===== src/rtl/i2ctrm_params.svh =====
// Constants of the two-wire register port with fuse trim.
`ifndef I2CTRM_PARAMS_SVH
`define I2CTRM_PARAMS_SVH

`define I2CTRM_WRITE_SELECT   8'h8E
`define I2CTRM_READ_SELECT    8'h8F
`define I2CTRM_NFUSE          14
`define I2CTRM_FUSE_W         112
`define I2CTRM_FUSE_LO0       8'h10
`define I2CTRM_FUSE_HI0       8'h17
`define I2CTRM_FUSE_LO1       8'h30
`define I2CTRM_FUSE_HI1       8'h35
`define I2CTRM_FUSE_BANK1     4'h8
`define I2CTRM_SYS_ADDR       8'h20
`define I2CTRM_MODE_ADDR      8'h22
`define I2CTRM_UNLOCK_BIT     3
`define I2CTRM_HOLD_BIT       0
`define I2CTRM_STORE_BIT      7
`define I2CTRM_LOAD_BIT       6
`define I2CTRM_FMODE_WRITE    2'h2
`define I2CTRM_SYS_FIXED      2'h3
// Version nibble value is arbitrary.
`define I2CTRM_VERSION        4'h5
// Blank fuse content: only the untrimmed signature at 30h and 31h is set.
`define I2CTRM_FUSE_BLANK     112'h0000_0000_8080_0000_0000_0000_0000
`define I2CTRM_BYTE_DONE      4'h8

`endif


===== src/rtl/i2ctrm_pkg.sv =====
// Types of the two-wire register port with fuse trim.
`include "i2ctrm_params.svh"

package i2ctrm_pkg;

    typedef enum logic [3:0] {
        ST_IDLE,
        ST_ADDR,
        ST_ADDR_ACK,
        ST_PTR,
        ST_PTR_ACK,
        ST_WDATA,
        ST_WDATA_ACK,
        ST_RDATA,
        ST_RDATA_ACK
    } i2ctrm_state_t;

    typedef struct packed {
        logic                               scl_m;
        logic                               scl_s;
        logic                               scl_p;
        logic                               sda_m;
        logic                               sda_s;
        logic                               sda_p;
        i2ctrm_state_t                      st;
        logic [3:0]                         cnt;
        logic [7:0]                         sh;
        logic [7:0]                         tx;
        logic [7:0]                         ptr;
        logic                               rd;
        logic                               nack;
        logic                               oe;
        logic [`I2CTRM_NFUSE-1:0][7:0]      regs;
        logic                               unlock;
        logic                               hold;
        logic [1:0]                         mode;
        logic                               store;
        logic                               load_pend;
    } i2ctrm_port_t;

    typedef struct packed {
        logic [`I2CTRM_FUSE_W-1:0]          fuse;
    } i2ctrm_fuse_t;

endpackage


===== src/rtl/i2ctrm_port.sv =====
// Two-wire slave register port with fuse-backed configuration registers.
`include "i2ctrm_params.svh"

module i2ctrm_port (
    input  wire logic CLK,
    input  wire logic RST,
    input  wire logic SCL_I,
    input  wire logic SDA_I,
    output logic      SDA_O,
    output logic      SDA_OE,
    output logic      PWR_HOLD,
    output logic      REGISTER_ACCESS_UNLOCK
);

    i2ctrm_pkg::i2ctrm_port_t   q;
    i2ctrm_pkg::i2ctrm_port_t   n;
    logic [`I2CTRM_FUSE_W-1:0]  fuse_data;
    logic                       rise;
    logic                       fall;
    logic                       start;
    logic                       stop;
    logic [7:0]                 rd_val;
    logic [4:0]                 wr_idx;
    logic                       fuse_wr_ok;

    // Bit 4 flags a fuse-backed address, bits 3:0 give its slot in the bank.
    function automatic logic [4:0] fuse_index(input logic [7:0] addr);
        logic [4:0] r;
        r = 5'h00;
        if (addr >= `I2CTRM_FUSE_LO0 && addr <= `I2CTRM_FUSE_HI0) begin
            r = {1'b1, 1'b0, addr[2:0]};
        end else if (addr >= `I2CTRM_FUSE_LO1 && addr <= `I2CTRM_FUSE_HI1) begin
            r = {1'b1, `I2CTRM_FUSE_BANK1 + {1'b0, addr[2:0]}};
        end
        return r;
    endfunction

    function automatic logic [7:0] read_byte(input i2ctrm_pkg::i2ctrm_port_t s, input logic [7:0] addr);
        logic [4:0] fi;
        logic [7:0] r;
        fi = fuse_index(addr);
        r  = 8'h00;
        if (fi[4]) begin
            r = s.regs[fi[3:0]];
        end else if (addr == `I2CTRM_SYS_ADDR) begin
            r = {`I2CTRM_VERSION, s.unlock, `I2CTRM_SYS_FIXED, s.hold};
        end else if (addr == `I2CTRM_MODE_ADDR) begin
            r = {6'h00, s.mode};
        end
        return r;
    endfunction

    i2ctrm_fuse u_fuse (
        .clk       (CLK),
        .rst       (RST),
        .store     (q.store),
        .trim_data (q.regs),
        .fuse_data (fuse_data)
    );

    // Edges are taken only from the second and third sampling stages.
    assign rise       = q.scl_s & ~q.scl_p;
    assign fall       = ~q.scl_s & q.scl_p;
    assign start      = q.scl_s & q.scl_p & q.sda_p & ~q.sda_s;
    assign stop       = q.scl_s & q.scl_p & ~q.sda_p & q.sda_s;
    assign rd_val     = read_byte(q, q.ptr);
    assign fuse_wr_ok = q.unlock && (q.mode == `I2CTRM_FMODE_WRITE);

    always_comb begin
        wr_idx      = fuse_index(q.ptr);
        n           = q;
        n.store     = 1'b0;
        n.load_pend = 1'b0;
        n.scl_m     = SCL_I;
        n.scl_s     = q.scl_m;
        n.scl_p     = q.scl_s;
        n.sda_m     = SDA_I;
        n.sda_s     = q.sda_m;
        n.sda_p     = q.sda_s;
        if (q.load_pend) begin
            n.regs = fuse_data;
        end
        if (stop) begin
            n.st = i2ctrm_pkg::ST_IDLE;
            n.oe = 1'b0;
        end else if (start) begin
            n.st  = i2ctrm_pkg::ST_ADDR;
            n.cnt = 4'h0;
            n.oe  = 1'b0;
        end else begin
            if (rise && q.cnt != `I2CTRM_BYTE_DONE && q.st != i2ctrm_pkg::ST_IDLE) begin
                n.sh  = {q.sh[6:0], q.sda_s};
                n.cnt = q.cnt + 4'h1;
            end
            case (q.st)
                i2ctrm_pkg::ST_ADDR: begin
                    if (fall && q.cnt == `I2CTRM_BYTE_DONE) begin
                        if (q.sh == `I2CTRM_WRITE_SELECT || q.sh == `I2CTRM_READ_SELECT) begin
                            n.st = i2ctrm_pkg::ST_ADDR_ACK;
                            n.oe = 1'b1;
                            n.rd = q.sh[0];
                        end else begin
                            n.st = i2ctrm_pkg::ST_IDLE;
                        end
                    end
                end
                i2ctrm_pkg::ST_ADDR_ACK: begin
                    if (fall) begin
                        n.cnt = 4'h0;
                        if (q.rd) begin
                            n.st = i2ctrm_pkg::ST_RDATA;
                            n.tx = {rd_val[6:0], 1'b0};
                            n.oe = ~rd_val[7];
                        end else begin
                            n.st = i2ctrm_pkg::ST_PTR;
                            n.oe = 1'b0;
                        end
                    end
                end
                i2ctrm_pkg::ST_PTR: begin
                    if (fall && q.cnt == `I2CTRM_BYTE_DONE) begin
                        n.ptr = q.sh;
                        n.oe  = 1'b1;
                        n.st  = i2ctrm_pkg::ST_PTR_ACK;
                    end
                end
                i2ctrm_pkg::ST_PTR_ACK, i2ctrm_pkg::ST_WDATA_ACK: begin
                    if (fall) begin
                        n.oe  = 1'b0;
                        n.cnt = 4'h0;
                        n.st  = i2ctrm_pkg::ST_WDATA;
                    end
                end
                i2ctrm_pkg::ST_WDATA: begin
                    if (fall && q.cnt == `I2CTRM_BYTE_DONE) begin
                        if (wr_idx[4] && fuse_wr_ok) begin
                            n.regs[wr_idx[3:0]] = q.sh;
                        end
                        if (q.ptr == `I2CTRM_SYS_ADDR) begin
                            n.unlock = q.sh[`I2CTRM_UNLOCK_BIT];
                            n.hold   = q.sh[`I2CTRM_HOLD_BIT];
                        end
                        if (q.ptr == `I2CTRM_MODE_ADDR) begin
                            if (q.unlock) begin
                                n.mode = q.sh[1:0];
                            end
                            n.store     = q.sh[`I2CTRM_STORE_BIT] & fuse_wr_ok;
                            n.load_pend = q.sh[`I2CTRM_LOAD_BIT] & q.unlock;
                        end
                        n.ptr = q.ptr + 8'h01;
                        n.oe  = 1'b1;
                        n.st  = i2ctrm_pkg::ST_WDATA_ACK;
                    end
                end
                i2ctrm_pkg::ST_RDATA: begin
                    if (fall) begin
                        if (q.cnt == `I2CTRM_BYTE_DONE) begin
                            n.oe  = 1'b0;
                            n.ptr = q.ptr + 8'h01;
                            n.st  = i2ctrm_pkg::ST_RDATA_ACK;
                        end else begin
                            n.oe = ~q.tx[7];
                            n.tx = {q.tx[6:0], 1'b0};
                        end
                    end
                end
                i2ctrm_pkg::ST_RDATA_ACK: begin
                    if (rise) begin
                        n.nack = q.sda_s;
                    end
                    if (fall) begin
                        n.cnt = 4'h0;
                        if (q.nack) begin
                            n.st = i2ctrm_pkg::ST_IDLE;
                            n.oe = 1'b0;
                        end else begin
                            n.st = i2ctrm_pkg::ST_RDATA;
                            n.tx = {rd_val[6:0], 1'b0};
                            n.oe = ~rd_val[7];
                        end
                    end
                end
                i2ctrm_pkg::ST_IDLE: begin
                    n.oe = 1'b0;
                end
                default: begin
                    n.st = i2ctrm_pkg::ST_IDLE;
                    n.oe = 1'b0;
                end
            endcase
        end
    end

    // The bus idles high, so the samplers reset to one to avoid a false start.
    always_ff @(posedge CLK or posedge RST) begin
        if (RST) begin
            q           <= '0;
            q.scl_m     <= 1'b1;
            q.scl_s     <= 1'b1;
            q.scl_p     <= 1'b1;
            q.sda_m     <= 1'b1;
            q.sda_s     <= 1'b1;
            q.sda_p     <= 1'b1;
            q.st        <= i2ctrm_pkg::ST_IDLE;
            q.load_pend <= 1'b1;
        end else begin
            q <= n;
        end
    end

    // Open drain: the pad only ever pulls low.
    assign SDA_O                  = 1'b0;
    assign SDA_OE                 = q.oe;
    assign PWR_HOLD               = q.hold;
    assign REGISTER_ACCESS_UNLOCK = q.unlock;
endmodule


===== src/rtl/i2ctrm_fuse.sv =====
// One-time fuse bank: bits can only go from zero to one.
`include "i2ctrm_params.svh"

module i2ctrm_fuse (
    input  wire logic                        clk,
    input  wire logic                        rst,
    input  wire logic                        store,
    input  wire logic [`I2CTRM_FUSE_W-1:0]   trim_data,
    output logic      [`I2CTRM_FUSE_W-1:0]   fuse_data
);

    i2ctrm_pkg::i2ctrm_fuse_t q;
    i2ctrm_pkg::i2ctrm_fuse_t n;

    // Programming ORs in the new image, so a blown bit can never return to zero.
    always_comb begin
        n = q;
        if (store) begin
            n.fuse = q.fuse | trim_data;
        end
    end

    always_ff @(posedge clk or posedge rst) begin
        if (rst) begin
            q.fuse <= `I2CTRM_FUSE_BLANK;
        end else begin
            q <= n;
        end
    end

    assign fuse_data = q.fuse;
endmodule


===== config.mk =====
export PLATFORM = sky130hd
export DESIGN_NAME = i2ctrm_port
export DESIGN_NICKNAME = d
export VERILOG_FILES = /design/src/rtl/i2ctrm_pkg.sv /design/src/rtl/i2ctrm_port.sv /design/src/rtl/i2ctrm_fuse.sv
export VERILOG_INCLUDE_DIRS = /design/src /design/src/rtl
export SDC_FILE = /design/constraint.sdc
export NUM_CORES = 1
export LEC_CHECK = 0
export BUFFER_PORTS_ARGS = -buffer_cell sky130_fd_sc_hd__buf_2
export CAP_MARGIN = 20
export CORE_UTILIZATION = 45
export CTS_CLUSTER_SIZE = 25
export DETAILED_ROUTE_END_ITERATION = 6
export GPL_ROUTABILITY_DRIVEN = 0
export MAX_ROUTING_LAYER = met4
export PLACE_DENSITY = 0.65
export RECOVER_POWER = 25
export SETUP_SLACK_MARGIN = 0.02
export SYNTH_ARGS = -nofsm -noshare
export SYNTH_HDL_FRONTEND = slang
export SYNTH_SLANG_ARGS = --single-unit

===== constraint.sdc =====
create_clock -name CLK -period 9.3 [get_ports CLK]
set_input_delay 0 -clock CLK [delete_from_list [all_inputs] [get_ports CLK]]
set_output_delay 0 -clock CLK [all_outputs]
set_load 0.01 [all_outputs]

* Word-level counts from Yosys, hierarchy flattened
Index checks and enable logic that the tools add are counted.
Operators by class: add/subtract/negate cells 3, order comparisons 6, equality and inequality tests 34, mux-type cells 59, bitwise operators 18, reductions and logical operators 23
Operators with widths (count):
- 118-bit two-way mux | 3
- 112-bit two-way mux | 2
- 8-bit two-way mux | 15
- 119-bit two-way mux | 1
- 112-bit bitwise mux | 1
- 112-bit OR | 1
- 8-bit case mux with 3 select lines | 2
- 4-bit inequality test, second input constant | 10
- 8-bit binary-select mux with 4-bit select | 1
- 8-bit demux with 4-bit select | 1
- 4-bit case mux with 8 select lines | 1
- 4-bit two-way mux | 7
- 2-bit inequality test, second input constant | 9
- 9-bit AND reduction | 2
- 4-bit by 3-bit equality test with 1-bit output, second input constant | 4
- 8-bit by 6-bit equality test with 1-bit output, second input constant | 2
- 8-bit equality test, second input constant | 2
- 16-bit two-way mux | 1
- 1-bit two-way mux | 12
- 12-bit two-way mux | 1
- 4-bit case mux with 3 select lines | 1
- 5-bit two-way mux | 2
- 5-bit AND reduction | 2
- 1-bit bitwise AND | 9
- 30 further kinds | 51
Storage, ports and cells: register bits 271, bits of input ports 4, output and inout bits 4, word-level logic and storage cells 177

* Depth between registers and ports, before layout
Gate-level depths: netlist of the first run.
word-level depth 14, mapped depth 12, gate-level depth less buffers 8

* Cells and area by module
From an unflattened synthesis of the first run, not the netlist that was laid out.
Second synthesis, totals: cells, all modules 1223, area, all modules 13163.9 µm²
Modules (own cells, without submodules):
- i2ctrm_port | instances 1, cells an instance 986, area each 9434.0 µm², sequential area each 3962.6 µm²
- i2ctrm_fuse | instances 1, cells an instance 237, area each 3729.8 µm², sequential area each 2805.2 µm²

* Least setup slack after synthesis of the first run
No wires, ideal clock.
path type register to register, from register q[121] (netlist bit), to register q[132] (netlist bit), setup time 0.123 ns, data arrival time 2.424 ns, required time 9.177 ns, slack 6.753 ns, stages on the path, launching flop included 12, buffers on the path 3, period minus slack after synthesis 2.547 ns, cell sequence dfrtp_1 > clkbuf_1 > inv_1 > clkbuf_1 > ha_1 > nand4bb_1 > and2_1 > buf_2 > mux2_2 > a222oi_1 > a41o_1 > nand2_1
Between the ends: longest elaborated chain between the ends 10, elaborated cells between the ends (all ways) 19, classes of those cells 1 x add/sub; 4 x order compare; 1 x eq/ne; 11 x mux; 2 x reduce/logical
Ends and longest elaborated chain:
- start: declaration | RTL line i2ctrm_port.sv:15 | i2ctrm_pkg::i2ctrm_port_t q;
- start signal: assignment | RTL line i2ctrm_port.sv:207 | q <= n;
- 8-bit by 6-bit greater-or-equal comparator with 1-bit output (no line) / 8-bit by 6-bit <= comparator with 1-bit output (equally long branches)
- 1-bit logical AND (no line)
- 5-bit two-way mux | RTL line i2ctrm_port.sv:32 | end else if (addr >= `I2CTRM_FUSE_LO1 && addr <= `I2CTRM_FUSE_HI1) begin
- 5-bit two-way mux | RTL line i2ctrm_port.sv:30 | if (addr >= `I2CTRM_FUSE_LO0 && addr <= `I2CTRM_FUSE_HI0) begin
- 8-bit binary-select mux with 4-bit select | RTL line i2ctrm_port.sv:44 | r = s.regs[fi[3:0]];
- 8-bit two-way mux (not written as such) | RTL line i2ctrm_port.sv:44
- 8-bit two-way mux * | RTL line i2ctrm_port.sv:43 | if (fi[4]) begin
- 8-bit two-way mux, on equally long branches | RTL line i2ctrm_port.sv:173, i2ctrm_port.sv:110
- 8-bit two-way mux, on equally long branches | RTL line i2ctrm_port.sv:171, i2ctrm_port.sv:108
- 8-bit case mux with 3 select lines * | RTL line i2ctrm_port.sv:95 | case (q.st)
Mark *: on every way between the ends. The rest lies on a longest branch, timed or not. The select of a mux whose other input is x is not followed. A chain may end at the register's enable or synchronous reset.

==> results of run 1 <==
[metal layers]
layer	wire, µm	GRT usage, %	vias to the layer above
met4	714	5.092	0
met1	14870	33.24	4492
li1	-	-	4225
met2	14320	35.18	253
met3	1384	2.799	54
met5	0	-	-
[worst max-delay path, delay by kind of cell]
| family | cells | cell delay [ns] |
|---|---|---|
| buf+inv | 6 | 5.42 |
[cell usage in the layout (no fill, tap or decap), types with 20 or more instances in the layout]
cell type / n
dfrtp_1: 260
o21ai_0: 32
nand3_1: 22
clkbuf_16: 29
nor2_1: 153
a21o_1: 115
nand2_1: 51
mux2_2: 20
mux2i_1: 135
a21oi_1: 146
[sequential cells by signal, summed over array words and instances (netlist names)]
register and cells:
q 151, SDA_OE 1, REGISTER_ACCESS_UNLOCK 1, u_fuse.fuse_data 112
n 4, PWR_HOLD 1
[per-stage QoR]
| step | power [mW] | area, µm² |
|---|---|---|
| after detailed placement | 1.408 | 12900 |
| final | 2.543 | 13910 |
| after CTS | 2.566 | 13890 |
| after global placement | 1.393 | 12860 |
| after floorplan | 1.320 | 12630 |
| after global routing | 2.628 | 13910 |
[how the worst max path moves through the flow]
stage                start               endpoint
floorplan              RST               PWR_HOLD
detailed placement  q[122]                 SDA_OE
global route           RST  u_fuse.fuse_data[110]
global placement    q[122]                 SDA_OE
finish                 RST   u_fuse.fuse_data[36]
CTS                 q[122]                 SDA_OE
[cells by family after synthesis]
kind of cell / Yosys count
compound gates: 359
simple gates: 304
flops: 270
mux: 156
buf+inv: 102
fa+ha+maj: 7
xor+xnor: 2
other cells: 1
[power groups by stage]
stage	clock, mW	sequential [mW]	combinational [mW]
CTS	1.18	1.25	0.136
global route	1.23	1.25	0.149
global placement	0	1.28	0.108
finish	1.15	1.25	0.136
detailed placement	0	1.27	0.134
floorplan	0	1.22	0.100
[area by class of cell]
class / count / share of cell area [%]
Clock buffer: 44 / 6.054
Clock inverter: 10 / 0.8546
Inverter: 12 / 0.3329
Multi-Input combinational cell: 829 / 39.16
Sequential cell: 270 / 48.70
Tap cell: 372 / 3.347
Timing Repair Buffer: 24 / 1.556
[repair_timing]
item	CTS	global route
endpoints found under the hold margin	122	0
resized for setup	0	0
hold buffers	3	0
==> run_results.csv, run 1 <==
group,metric,value,unit
logic_synthesis,ys_warn_count,0,
pwr,comb_power_share,5.3,%
outcome,status,"complete, but fails checks",
floorplan,die_h,169.5,µm
detailed_routing,drt-wirelength-per-cell,20.05,µm
logic_synthesis,synth_ff_type,"dfrtp_1",
layout,diodes,0,
floorplan,die-area,28730,µm²
floorplan,coreArea,27250,µm²
sta,fin_crit_sh,52.25,%
clock_tree,numCtsBuffers,29,
sta,slew_headroom,-275.8,%
place,place_inst,1503,
sta,max_freq,0.2058,GHz
sta,worst_slack,4.441,ns
global_route,grt_overflow,0,
clock_tree,clk_pin_slew_worst_paths,0.06,ns
sta,fin_crit,4.859,ns
pwr,p_seq_share,49.3,%
worst_setup_path,setup.worst_path.class,"in -> async",
floorplan,dieWidth,169.5,µm
pwr,static-leakage-power,7.020,nW
detailed_routing,drc,1,
outcome,violations,"design-rule violations, max-capacitance violations, max-slew violations",
sta,skew,0.009014,ns
logic_synthesis,synth.ff_latch_count,270,
worst_setup_path,cpPeakStageDelay,3.07,ns
worst_setup_path,path_cells,"dlygate4sd3_1 -> buf_2 -> clkinvlp_2 -> buf_4 -> buf_4 -> buf_16",
logic_synthesis,synthAdderAreaFrac,0.6937,%
floorplan,placementRows,60,
hold_path,hold_end,"n[154]",
detailed_routing,firstDrtPassIters,7,
worst_setup_path,crit_top_cell,"buf_4",
floorplan,io_pins,8,
logic_synthesis,ys_types,73,
clock_tree,clock_sinks,270,
global_route,grt_pass1_wl,50560,µm
detailed_routing,vias,9024,
logic_synthesis,synth_commonest_cells,"dfrtp_1, nor2_1, a21oi_1",
detailed_routing,ant_nets,0,
logic_synthesis,synth_top_area_cell,"dfrtp_1",
place,numPortBuffers,6,
worst_setup_path,start_kind,"input pin",
logic_synthesis,synth_xor_area_share,0.1387,%
global_route,grt_pass1_vias,8633,
clock_tree,cts_tree,"done",
worst_setup_path,rr_startpoint,"q[122]",
pwr,p_int,1.915,mW
pwr,clockPowerShare,45.4,%
pwr,p_sw,0.6280,mW
place,place_ws,5.817,ns
clock_tree,cts_root_buffer,"clkbuf_16",
logic_synthesis,synth_top_area_share,51.73,%
worst_setup_path,reg2reg_depth,9,
logic_synthesis,syn_area_per_cell,10.51,µm²
place,hpwl,19140,µm
logic_synthesis,synth-simple-area-share,11.52,%
worst_setup_path,crit_arrival,5.57,ns
logic_synthesis,yosysMostFrequentCell,"dfrtp_1",
logic_synthesis,syn-instance-count,1201,
worst_setup_path,path_max_fanout,129,
global_route,antenna_found_initial,0,
sta,rsz0062_at_grt,"false",
floorplan,initial_core_util,46.33,%
pwr,switching_share,24.70,%
hold_path,worst_hold_startpoint,"SDA_I",
sta,hold_viol_final,0,
sta,finalSetupTns,0,ns
global_route,gr-usage-all-layers,23.13,%
clock_tree,cts_max_level,1,
layout,syn2layout_area_growth,10.16,%
clock_tree,clockBufferDepth,3,
worst_setup_path,reg2reg_to,"SDA_OE",
worst_setup_path,end_kind,"async pin",
clock_tree,worstSkewPairLatency,0.56,ns
hold_path,holdCritPathClass,"in -> reg",
layout,drive_above_1_share,9.756,%
layout,multi_input_area,5446,µm²
sta,drv_slew,130,
logic_synthesis,synthMuxAreaShare,12.66,%
layout,seq_area,6773,µm²
pwr,pwr_density_cell,182.8,nW/µm²
logic_synthesis,synth_top_family_by_area,"compound AO/OA/AOI/OAI gates",
detailed_routing,via_per_inst,5.781,
global_route,grt_max_degree,130,
layout,nNetsFinal,1177,
sta,setup_viol,0,
sta,tightest_slew,5.606,ns
worst_setup_path,crit_path_top_delay_cell,"clkinvlp_2",
logic_synthesis,synth_area,12630,µm²
worst_setup_path,reg2reg_slack,5.70,ns
clock_tree,postCtsSetupBuffers,0,
detailed_routing,wirelength,31290,µm
detailed_routing,drt_iter0_drc,909,
logic_synthesis,synth_compound_area_share,18.06,%
logic_synthesis,synth_area_leaders,"dfrtp_1, mux2i_1, a21o_1",
hold_path,min_path_cells,2,
layout,fin_cells,1561,
logic_synthesis,synthArstFlopShare,100.0,%
logic_synthesis,seq_area_frac_synth,53.60,%
sta,whs,0.07985,ns
pwr,peakVddDrop,133.1,µV
logic_synthesis,postSynthNetCount,1212,
logic_synthesis,synth_edf_count,0,
layout,fillers,2470,
job,max-cap-violations,1,
worst_setup_path,cp.required,10.01,ns
layout,fin_util,51.04,%
Note: power is estimated with default switching activity, not from simulation.
==> run 2, diff against run 1 <==
--- a/config.mk
+++ b/config.mk
@@ -6,6 +6,7 @@
 export SDC_FILE = /design/constraint.sdc
 export NUM_CORES = 1
 export LEC_CHECK = 0
+export ABC_AREA = 1
 export BUFFER_PORTS_ARGS = -buffer_cell sky130_fd_sc_hd__buf_2
 export CAP_MARGIN = 20
 export CORE_UTILIZATION = 45
@@ -13,7 +14,7 @@
 export DETAILED_ROUTE_END_ITERATION = 6
 export GPL_ROUTABILITY_DRIVEN = 0
 export MAX_ROUTING_LAYER = met4
-export PLACE_DENSITY = 0.65
+export PLACE_DENSITY = 0.67
 export RECOVER_POWER = 25
 export SETUP_SLACK_MARGIN = 0.02
 export SYNTH_ARGS = -nofsm -noshare
==> constraint.sdc (replaced) <==
create_clock -name CLK -period 4.18 [get_ports CLK]
set_input_delay 0 -clock CLK [delete_from_list [all_inputs] [get_ports CLK]]
set_output_delay 0 -clock CLK [all_outputs]
set_load 0.01 [all_outputs]
==> run_results.csv, run 2 <==
group,metric,value,unit
outcome,status,"complete, but fails checks",
outcome,violations,"max-capacitance violations, max-slew violations",
floorplan,placementRows,61,
global_route,grt_pass1_vias,9837,
layout,regMostFlops,"q",
detailed_routing,drc,0,
sta,finalSetupTns,0,ns
global_route,antenna_found_initial,1,
logic_synthesis,synth_top_area_share,50.43,%
global_route,grt_pass1_wl,53610,µm
logic_synthesis,syn-instance-count,1546,
sta,slew_headroom,-19.74,%
hold_path,hold_end,"n[157]",
hold_path,min_path_cells,2,
layout,layout_commonest_cell,"nand2_1",
worst_setup_path,crit_arrival,3.83,ns
logic_synthesis,yosysMostFrequentCell,"nand2_1",
pwr,pwr_density_cell,401.4,nW/µm²
detailed_routing,ant_nets,0,
worst_setup_path,crit_path_top_delay_cell,"dfrtp_1",
sta,drv_slew,275,
logic_synthesis,synthArstFlopShare,100.0,%
sta,setup_viol,0,
sta,max_freq,0.2978,GHz
hold_path,holdCritPathClass,"in -> reg",
sta,hold_viol_final,0,
detailed_routing,drt-wirelength-per-cell,17.25,µm
worst_setup_path,reg2reg_to,"q[133]",
sta,tightest_slew,1.786,ns
detailed_routing,vias,10330,
job,max-cap-violations,3,
layout,nNetsFinal,1531,
clock_tree,clockBufferDepth,3,
layout,largest_register_ffs,151,
clock_tree,cts_resized,0,
logic_synthesis,synth_area,12950,µm²
worst_setup_path,reg2reg_depth,16,
worst_setup_path,path_max_fanout,30,
logic_synthesis,synth.ff_latch_count,270,
floorplan,die-area,29470,µm²
logic_synthesis,synth_top_area_cell,"dfrtp_1",
logic_synthesis,synth_area_leaders,"dfrtp_1, nand2_1, o21ai_0",
logic_synthesis,ys_warn_count,0,
detailed_routing,via_per_inst,5.382,
sta,rsz0062_at_grt,"false",
clock_tree,clock_sinks,270,
hold_path,worst_hold_startpoint,"SCL_I",
worst_setup_path,critPathBufInv,4,
layout,fillers,2663,
worst_setup_path,start_kind,"flop",
pwr,peakVddDrop,351.2,µV
sta,whs,0.1031,ns
worst_setup_path,end_kind,"flop",
clock_tree,cts_max_level,1,
clock_tree,numCtsBuffers,28,
clock_tree,worstSkewPairLatency,0.55,ns
logic_synthesis,ys_types,47,
layout,syn2layout_area_growth,9.766,%
worst_setup_path,rr_startpoint,"q[121]",
worst_setup_path,cp.required,4.65,ns
detailed_routing,wirelength,33130,µm
global_route,gr-usage-all-layers,24.13,%
logic_synthesis,synth_commonest_cells,"nand2_1, dfrtp_1, inv_1",
logic_synthesis,synth_ff_type,"dfrtp_1",
pwr,static-leakage-power,6.357,nW
global_route,grt_overflow,0,
sta,skew,0.008341,ns
floorplan,initial_core_util,46.24,%
worst_setup_path,cp_top_family,"simple AND/OR/NAND/NOR gates",
worst_setup_path,crit_top_cell,"nand2_1",
detailed_routing,drt_iter0_drc,967,
layout,diodes,0,
clock_tree,cts_tree,"done",
place,hpwl,21300,µm
clock_tree,postCtsSetupBuffers,0,
worst_setup_path,path_cells,"inv_1 -> ha_1 -> inv_1 -> nand3_2 -> nand4_1 -> nand2_2 -> buf_4 -> o21ai_0 -> nand2_1 -> nand2_1 -> nand2_1 -> nand2_1 -> inv_1 -> nand2_1 -> nand2_1 -> a21oi_1",
worst_setup_path,cpPeakStageDelay,0.61,ns
floorplan,io_pins,8,
sta,fin_crit,3.358,ns
pwr,p_total,5.707,mW
global_route,grt_max_degree,118,
floorplan,coreArea,28010,µm²
clock_tree,cts_root_buffer,"clkbuf_16",
place,numPortBuffers,6,
sta,fin_crit_sh,80.33,%
logic_synthesis,postSynthNetCount,1557,
logic_synthesis,syn_area_per_cell,8.378,µm²
detailed_routing,firstDrtPassIters,5,
clock_tree,clk_pin_slew_worst_paths,0.06,ns
floorplan,dieWidth,171.7,µm
clock_tree,cts_hold_buf,3,
logic_synthesis,synth_edf_count,0,
logic_synthesis,seq_area_frac_synth,52.25,%
worst_setup_path,reg2reg_slack,0.82,ns
layout,drive_above_1_share,8.106,%
floorplan,die_h,171.7,µm
worst_setup_path,setup.worst_path.class,"reg -> reg",
layout,mostFrequentLayoutCells,"nand2_1, dfrtp_1, inv_1",
## run 2: layout make-up
| class | count | area, µm² | area share (%) |
|---|---|---|---|
| multi-input cells | 993 | 5054 | 35.55 |
| clock inverters | 14 | 177.7 | 1.250 |
| repair buffers | 18 | 131.4 | 0.9241 |
| well taps | 378 | 473.0 | 3.327 |
| flip-flops and latches | 270 | 6771 | 47.63 |
| clock buffers | 38 | 819.5 | 5.764 |
| inverters | 209 | 790.8 | 5.562 |
## run 2: worst max path at each step
stage / start / endpoint / slack (ns) / cells past startpoint
2_1_floorplan: RST / PWR_HOLD / 0.62 / 1
3_3_place_gp: q[121] / q[133] / 1.03 / 16
3_5_place_dp: q[121] / q[133] / 0.96 / 16
4_1_cts: q[121] / q[133] / 0.92 / 16
5_1_grt: q[121] / q[133] / 0.63 / 16
6_report: q[121] / q[133] / 0.82 / 16
## run 2: through the flow
stage | utilization [%] | std cells | setup WS (ns) | area [µm²]
floorplan | - | 1546 | 0.6199 | 12960
CTS | 50.89 | 1920 | 0.9193 | 14250
global route | 50.76 | 1920 | 0.6286 | 14220
finish | 50.76 | 1920 | 0.8220 | 14220
global placement | 47.22 | 1865 | 1.033 | 13230
detailed placement | 47.22 | 1865 | 0.9618 | 13230
## run 2: kinds of logic (layout without fill, tap and decap cells)
kind of cell,count (synthesis),in the layout,synth area share (%)
DFF,270,270,52.25
and+or+nand+nor,547,547,18.10
buffers and inverters,283,279,8.781
AOI/OAI and AO/OA,433,433,19.79
xor gates and xnor gates,3,3,0.2029
adders and majority gates,7,7,0.6762
other,1,1,0.02895
muxes,2,2,0.1642
## run 2: layer usage
metal	vias to the layer above	wire, µm	GRT usage (%)
met2	283	14710	36.05
met1	5006	15520	33.96
met3	79	1679	2.945
li1	4966	-	-
met4	0	1217	8.191
met5	-	0	-
## run 2: report_power, final
group	internal (mW)	total [mW]	switching (mW)
logic	0.0465	0.319	0.273
clock network	1.62	2.69	1.07
registers	2.65	2.70	0.0479
## run 2: worst reg2reg max path, stage by stage, from the launching register on
cell and delay [ns]:
dfrtp_1 0.61, inv_1 0.25, ha_1 0.25, inv_1 0.06, nand3_2 0.09, nand4_1 0.25, nand2_2 0.38, buf_4 0.38
o21ai_0 0.36, nand2_1 0.09, nand2_1 0.09, nand2_1 0.05, nand2_1 0.08, inv_1 0.06, nand2_1 0.08, nand2_1 0.08
a21oi_1 0.13
==> run 3, diff against run 2 <==
--- a/config.mk
+++ b/config.mk
@@ -6,7 +6,7 @@
 export SDC_FILE = /design/constraint.sdc
 export NUM_CORES = 1
 export LEC_CHECK = 0
-export ABC_AREA = 1
+export ABC_AREA = 0
 export BUFFER_PORTS_ARGS = -buffer_cell sky130_fd_sc_hd__buf_2
 export CAP_MARGIN = 20
 export CORE_UTILIZATION = 45
==> constraint.sdc (replaced) <==
create_clock -name CLK -period 3.03 [get_ports CLK]
set_input_delay 0 -clock CLK [delete_from_list [all_inputs] [get_ports CLK]]
set_output_delay 0 -clock CLK [all_outputs]
set_load 0.01 [all_outputs]
==> run_results.csv, run 3 (synthesized netlist as in run 1, its figures left out) <==
group,metric,value,unit
worst_setup_path,rr_startpoint,"q[156]",
worst_setup_path,start_kind,"flop",
outcome,status,"complete, but fails checks",
place,place_inst,1536,
layout,drive_above_1_share,11.91,%
hold_path,min_path_cells,2,
global_route,use_met2,35.41,%
clock_tree,cts_hold_buf,3,
detailed_routing,drt-wirelength-per-cell,20.02,µm
global_route,antenna_found_initial,0,
global_route,use_met3,3.918,%
clock_tree,clockBufferDepth,3,
detailed_routing,ant_nets,0,
pwr,peakVddDrop,445.7,µV
layout,fin_cells,1589,
detailed_routing,vias,9214,
hold_path,holdCritPathClass,"in -> reg",
global_route,grt_pass1_vias,9090,
sta,setup_viol,0,
place,hpwl,19750,µm
global_route,use_met1,33.01,%
floorplan,coreArea,27250,µm²
job,max-cap-violations,2,
worst_setup_path,crit_path_end,"q[48]",
layout,nNetsFinal,1209,
sta,fin_crit,2.849,ns
pwr,p_total,7.825,mW
detailed_routing,drt_iter0_drc,859,
worst_setup_path,reg2reg_to,"q[48]",
clock_tree,postCtsSetupBuffers,0,
global_route,grt_pass1_wl,51610,µm
worst_setup_path,setup.worst_path.class,"reg -> reg",
detailed_routing,firstDrtPassIters,5,
global_route,gr-usage-all-layers,23.68,%
worst_setup_path,end_kind,"flop",
sta,slew_headroom,-3.216,%
layout,regMostFlops,"q",
layout,diodes,0,
floorplan,initial_core_util,46.33,%
floorplan,dieWidth,169.5,µm
floorplan,placementRows,60,
clock_tree,clock_sinks,270,
layout,fillers,2408,
clock_tree,worstSkewPairLatency,0.57,ns
pwr,static-leakage-power,7.179,nW
clock_tree,cts_resized,0,
worst_setup_path,crit_arrival,3.28,ns
detailed_routing,drc,0,
clock_tree,clk_pin_slew_worst_paths,0.06,ns
worst_setup_path,reg2reg_depth,7,
global_route,grt_max_degree,93,
clock_tree,cts_root_buffer,"clkbuf_16",
sta,tightest_slew,1.540,ns
worst_setup_path,startpoint,"q[156]",
sta,drv_slew,30,
clock_tree,numCtsBuffers,29,
global_route,grt_overflow,0,
pwr,pwr_density_cell,552.3,nW/µm²
floorplan,die_h,169.5,µm
clock_tree,cts_max_level,1,
detailed_routing,via_per_inst,5.799,
clock_tree,cts_tree,"done",
layout,mostFrequentLayoutCells,"dfrtp_1, nor2_1, a21oi_1",
sta,fin_crit_sh,94.03,%
global_route,busiest_layer,"met2",
sta,skew,0.01781,ns
layout,largest_register_ffs,151,
layout,syn2layout_area_growth,12.23,%
detailed_routing,wirelength,31810,µm
floorplan,io_pins,8,
sta,rsz0062_at_grt,"false",
floorplan,die-area,28730,µm²
sta,finalSetupTns,0,ns
sta,max_freq,0.3510,GHz
layout,fin_util,52.00,%
sta,hold_viol_final,0,
worst_setup_path,path_max_fanout,16,
worst_setup_path,reg2reg_slack,0.18,ns
layout,layout_commonest_cell,"dfrtp_1",
outcome,violations,"max-capacitance violations, max-slew violations",
place,numPortBuffers,6,
worst_setup_path,cp.required,3.46,ns
-- run 3: worst min-delay path by stage --
stage	from	end	slack, ns
after global routing	SDA_I	n[154]	0.09
final	SCL_I	n[157]	0.09
after detailed placement	SDA_I	n[154]	0.11
after global placement	SCL_I	n[157]	0.10
after CTS	SCL_I	n[157]	0.07
after floorplan	SDA_I	n[154]	0.004
-- run 3: cell type report --
cell class,count,area (µm²),share of cell area (%)
clock buffer,45,875.8,6.181
multi-input combinational,829,5446,38.44
timing repair buffer,56,469.2,3.311
inverter,12,46.29,0.3267
tap,372,465.4,3.285
clock inverter,5,93.84,0.6623
sequential,270,6773,47.80
-- run 3: power breakdown --
part / internal (mW) / leakage (nW) / switching, mW
logic: 0.114 / 2.97 / 0.363
registers: 3.66 / 3.73 / 0.0996
clock network: 2.15 / 0.476 / 1.45
-- run 3: metrics by stage --
stage / instance area, µm² / hold slack (ns) / setup WS [ns]
5_1_grt: 14170 / 0.09111 / 0.02284
3_3_place_gp: 13200 / 0.1049 / 0.3086
4_1_cts: 14190 / 0.06522 / 0.2223
3_5_place_dp: 13200 / 0.1064 / 0.2499
2_1_floorplan: 12630 / 0.004478 / -0.5301
6_report: 14170 / 0.08533 / 0.1808
-- run 3: critical path, stage by stage (launching register included) --
cell	delay, ns
dfstp_2	0.60
nand2b_1	0.15
or4_1	0.64
nor3_4	0.51
buf_4	0.23
nand3_2	0.31
nor2_1	0.22
a21oi_1	0.06
-- run 3: metal layers --
layer / up-vias / share of wire [%]
met3: 70 / 6.3
met2: 284 / 46
li1: 4284 / -
met1: 4576 / 45
met4: 0 / 2.7
met5: - / 0
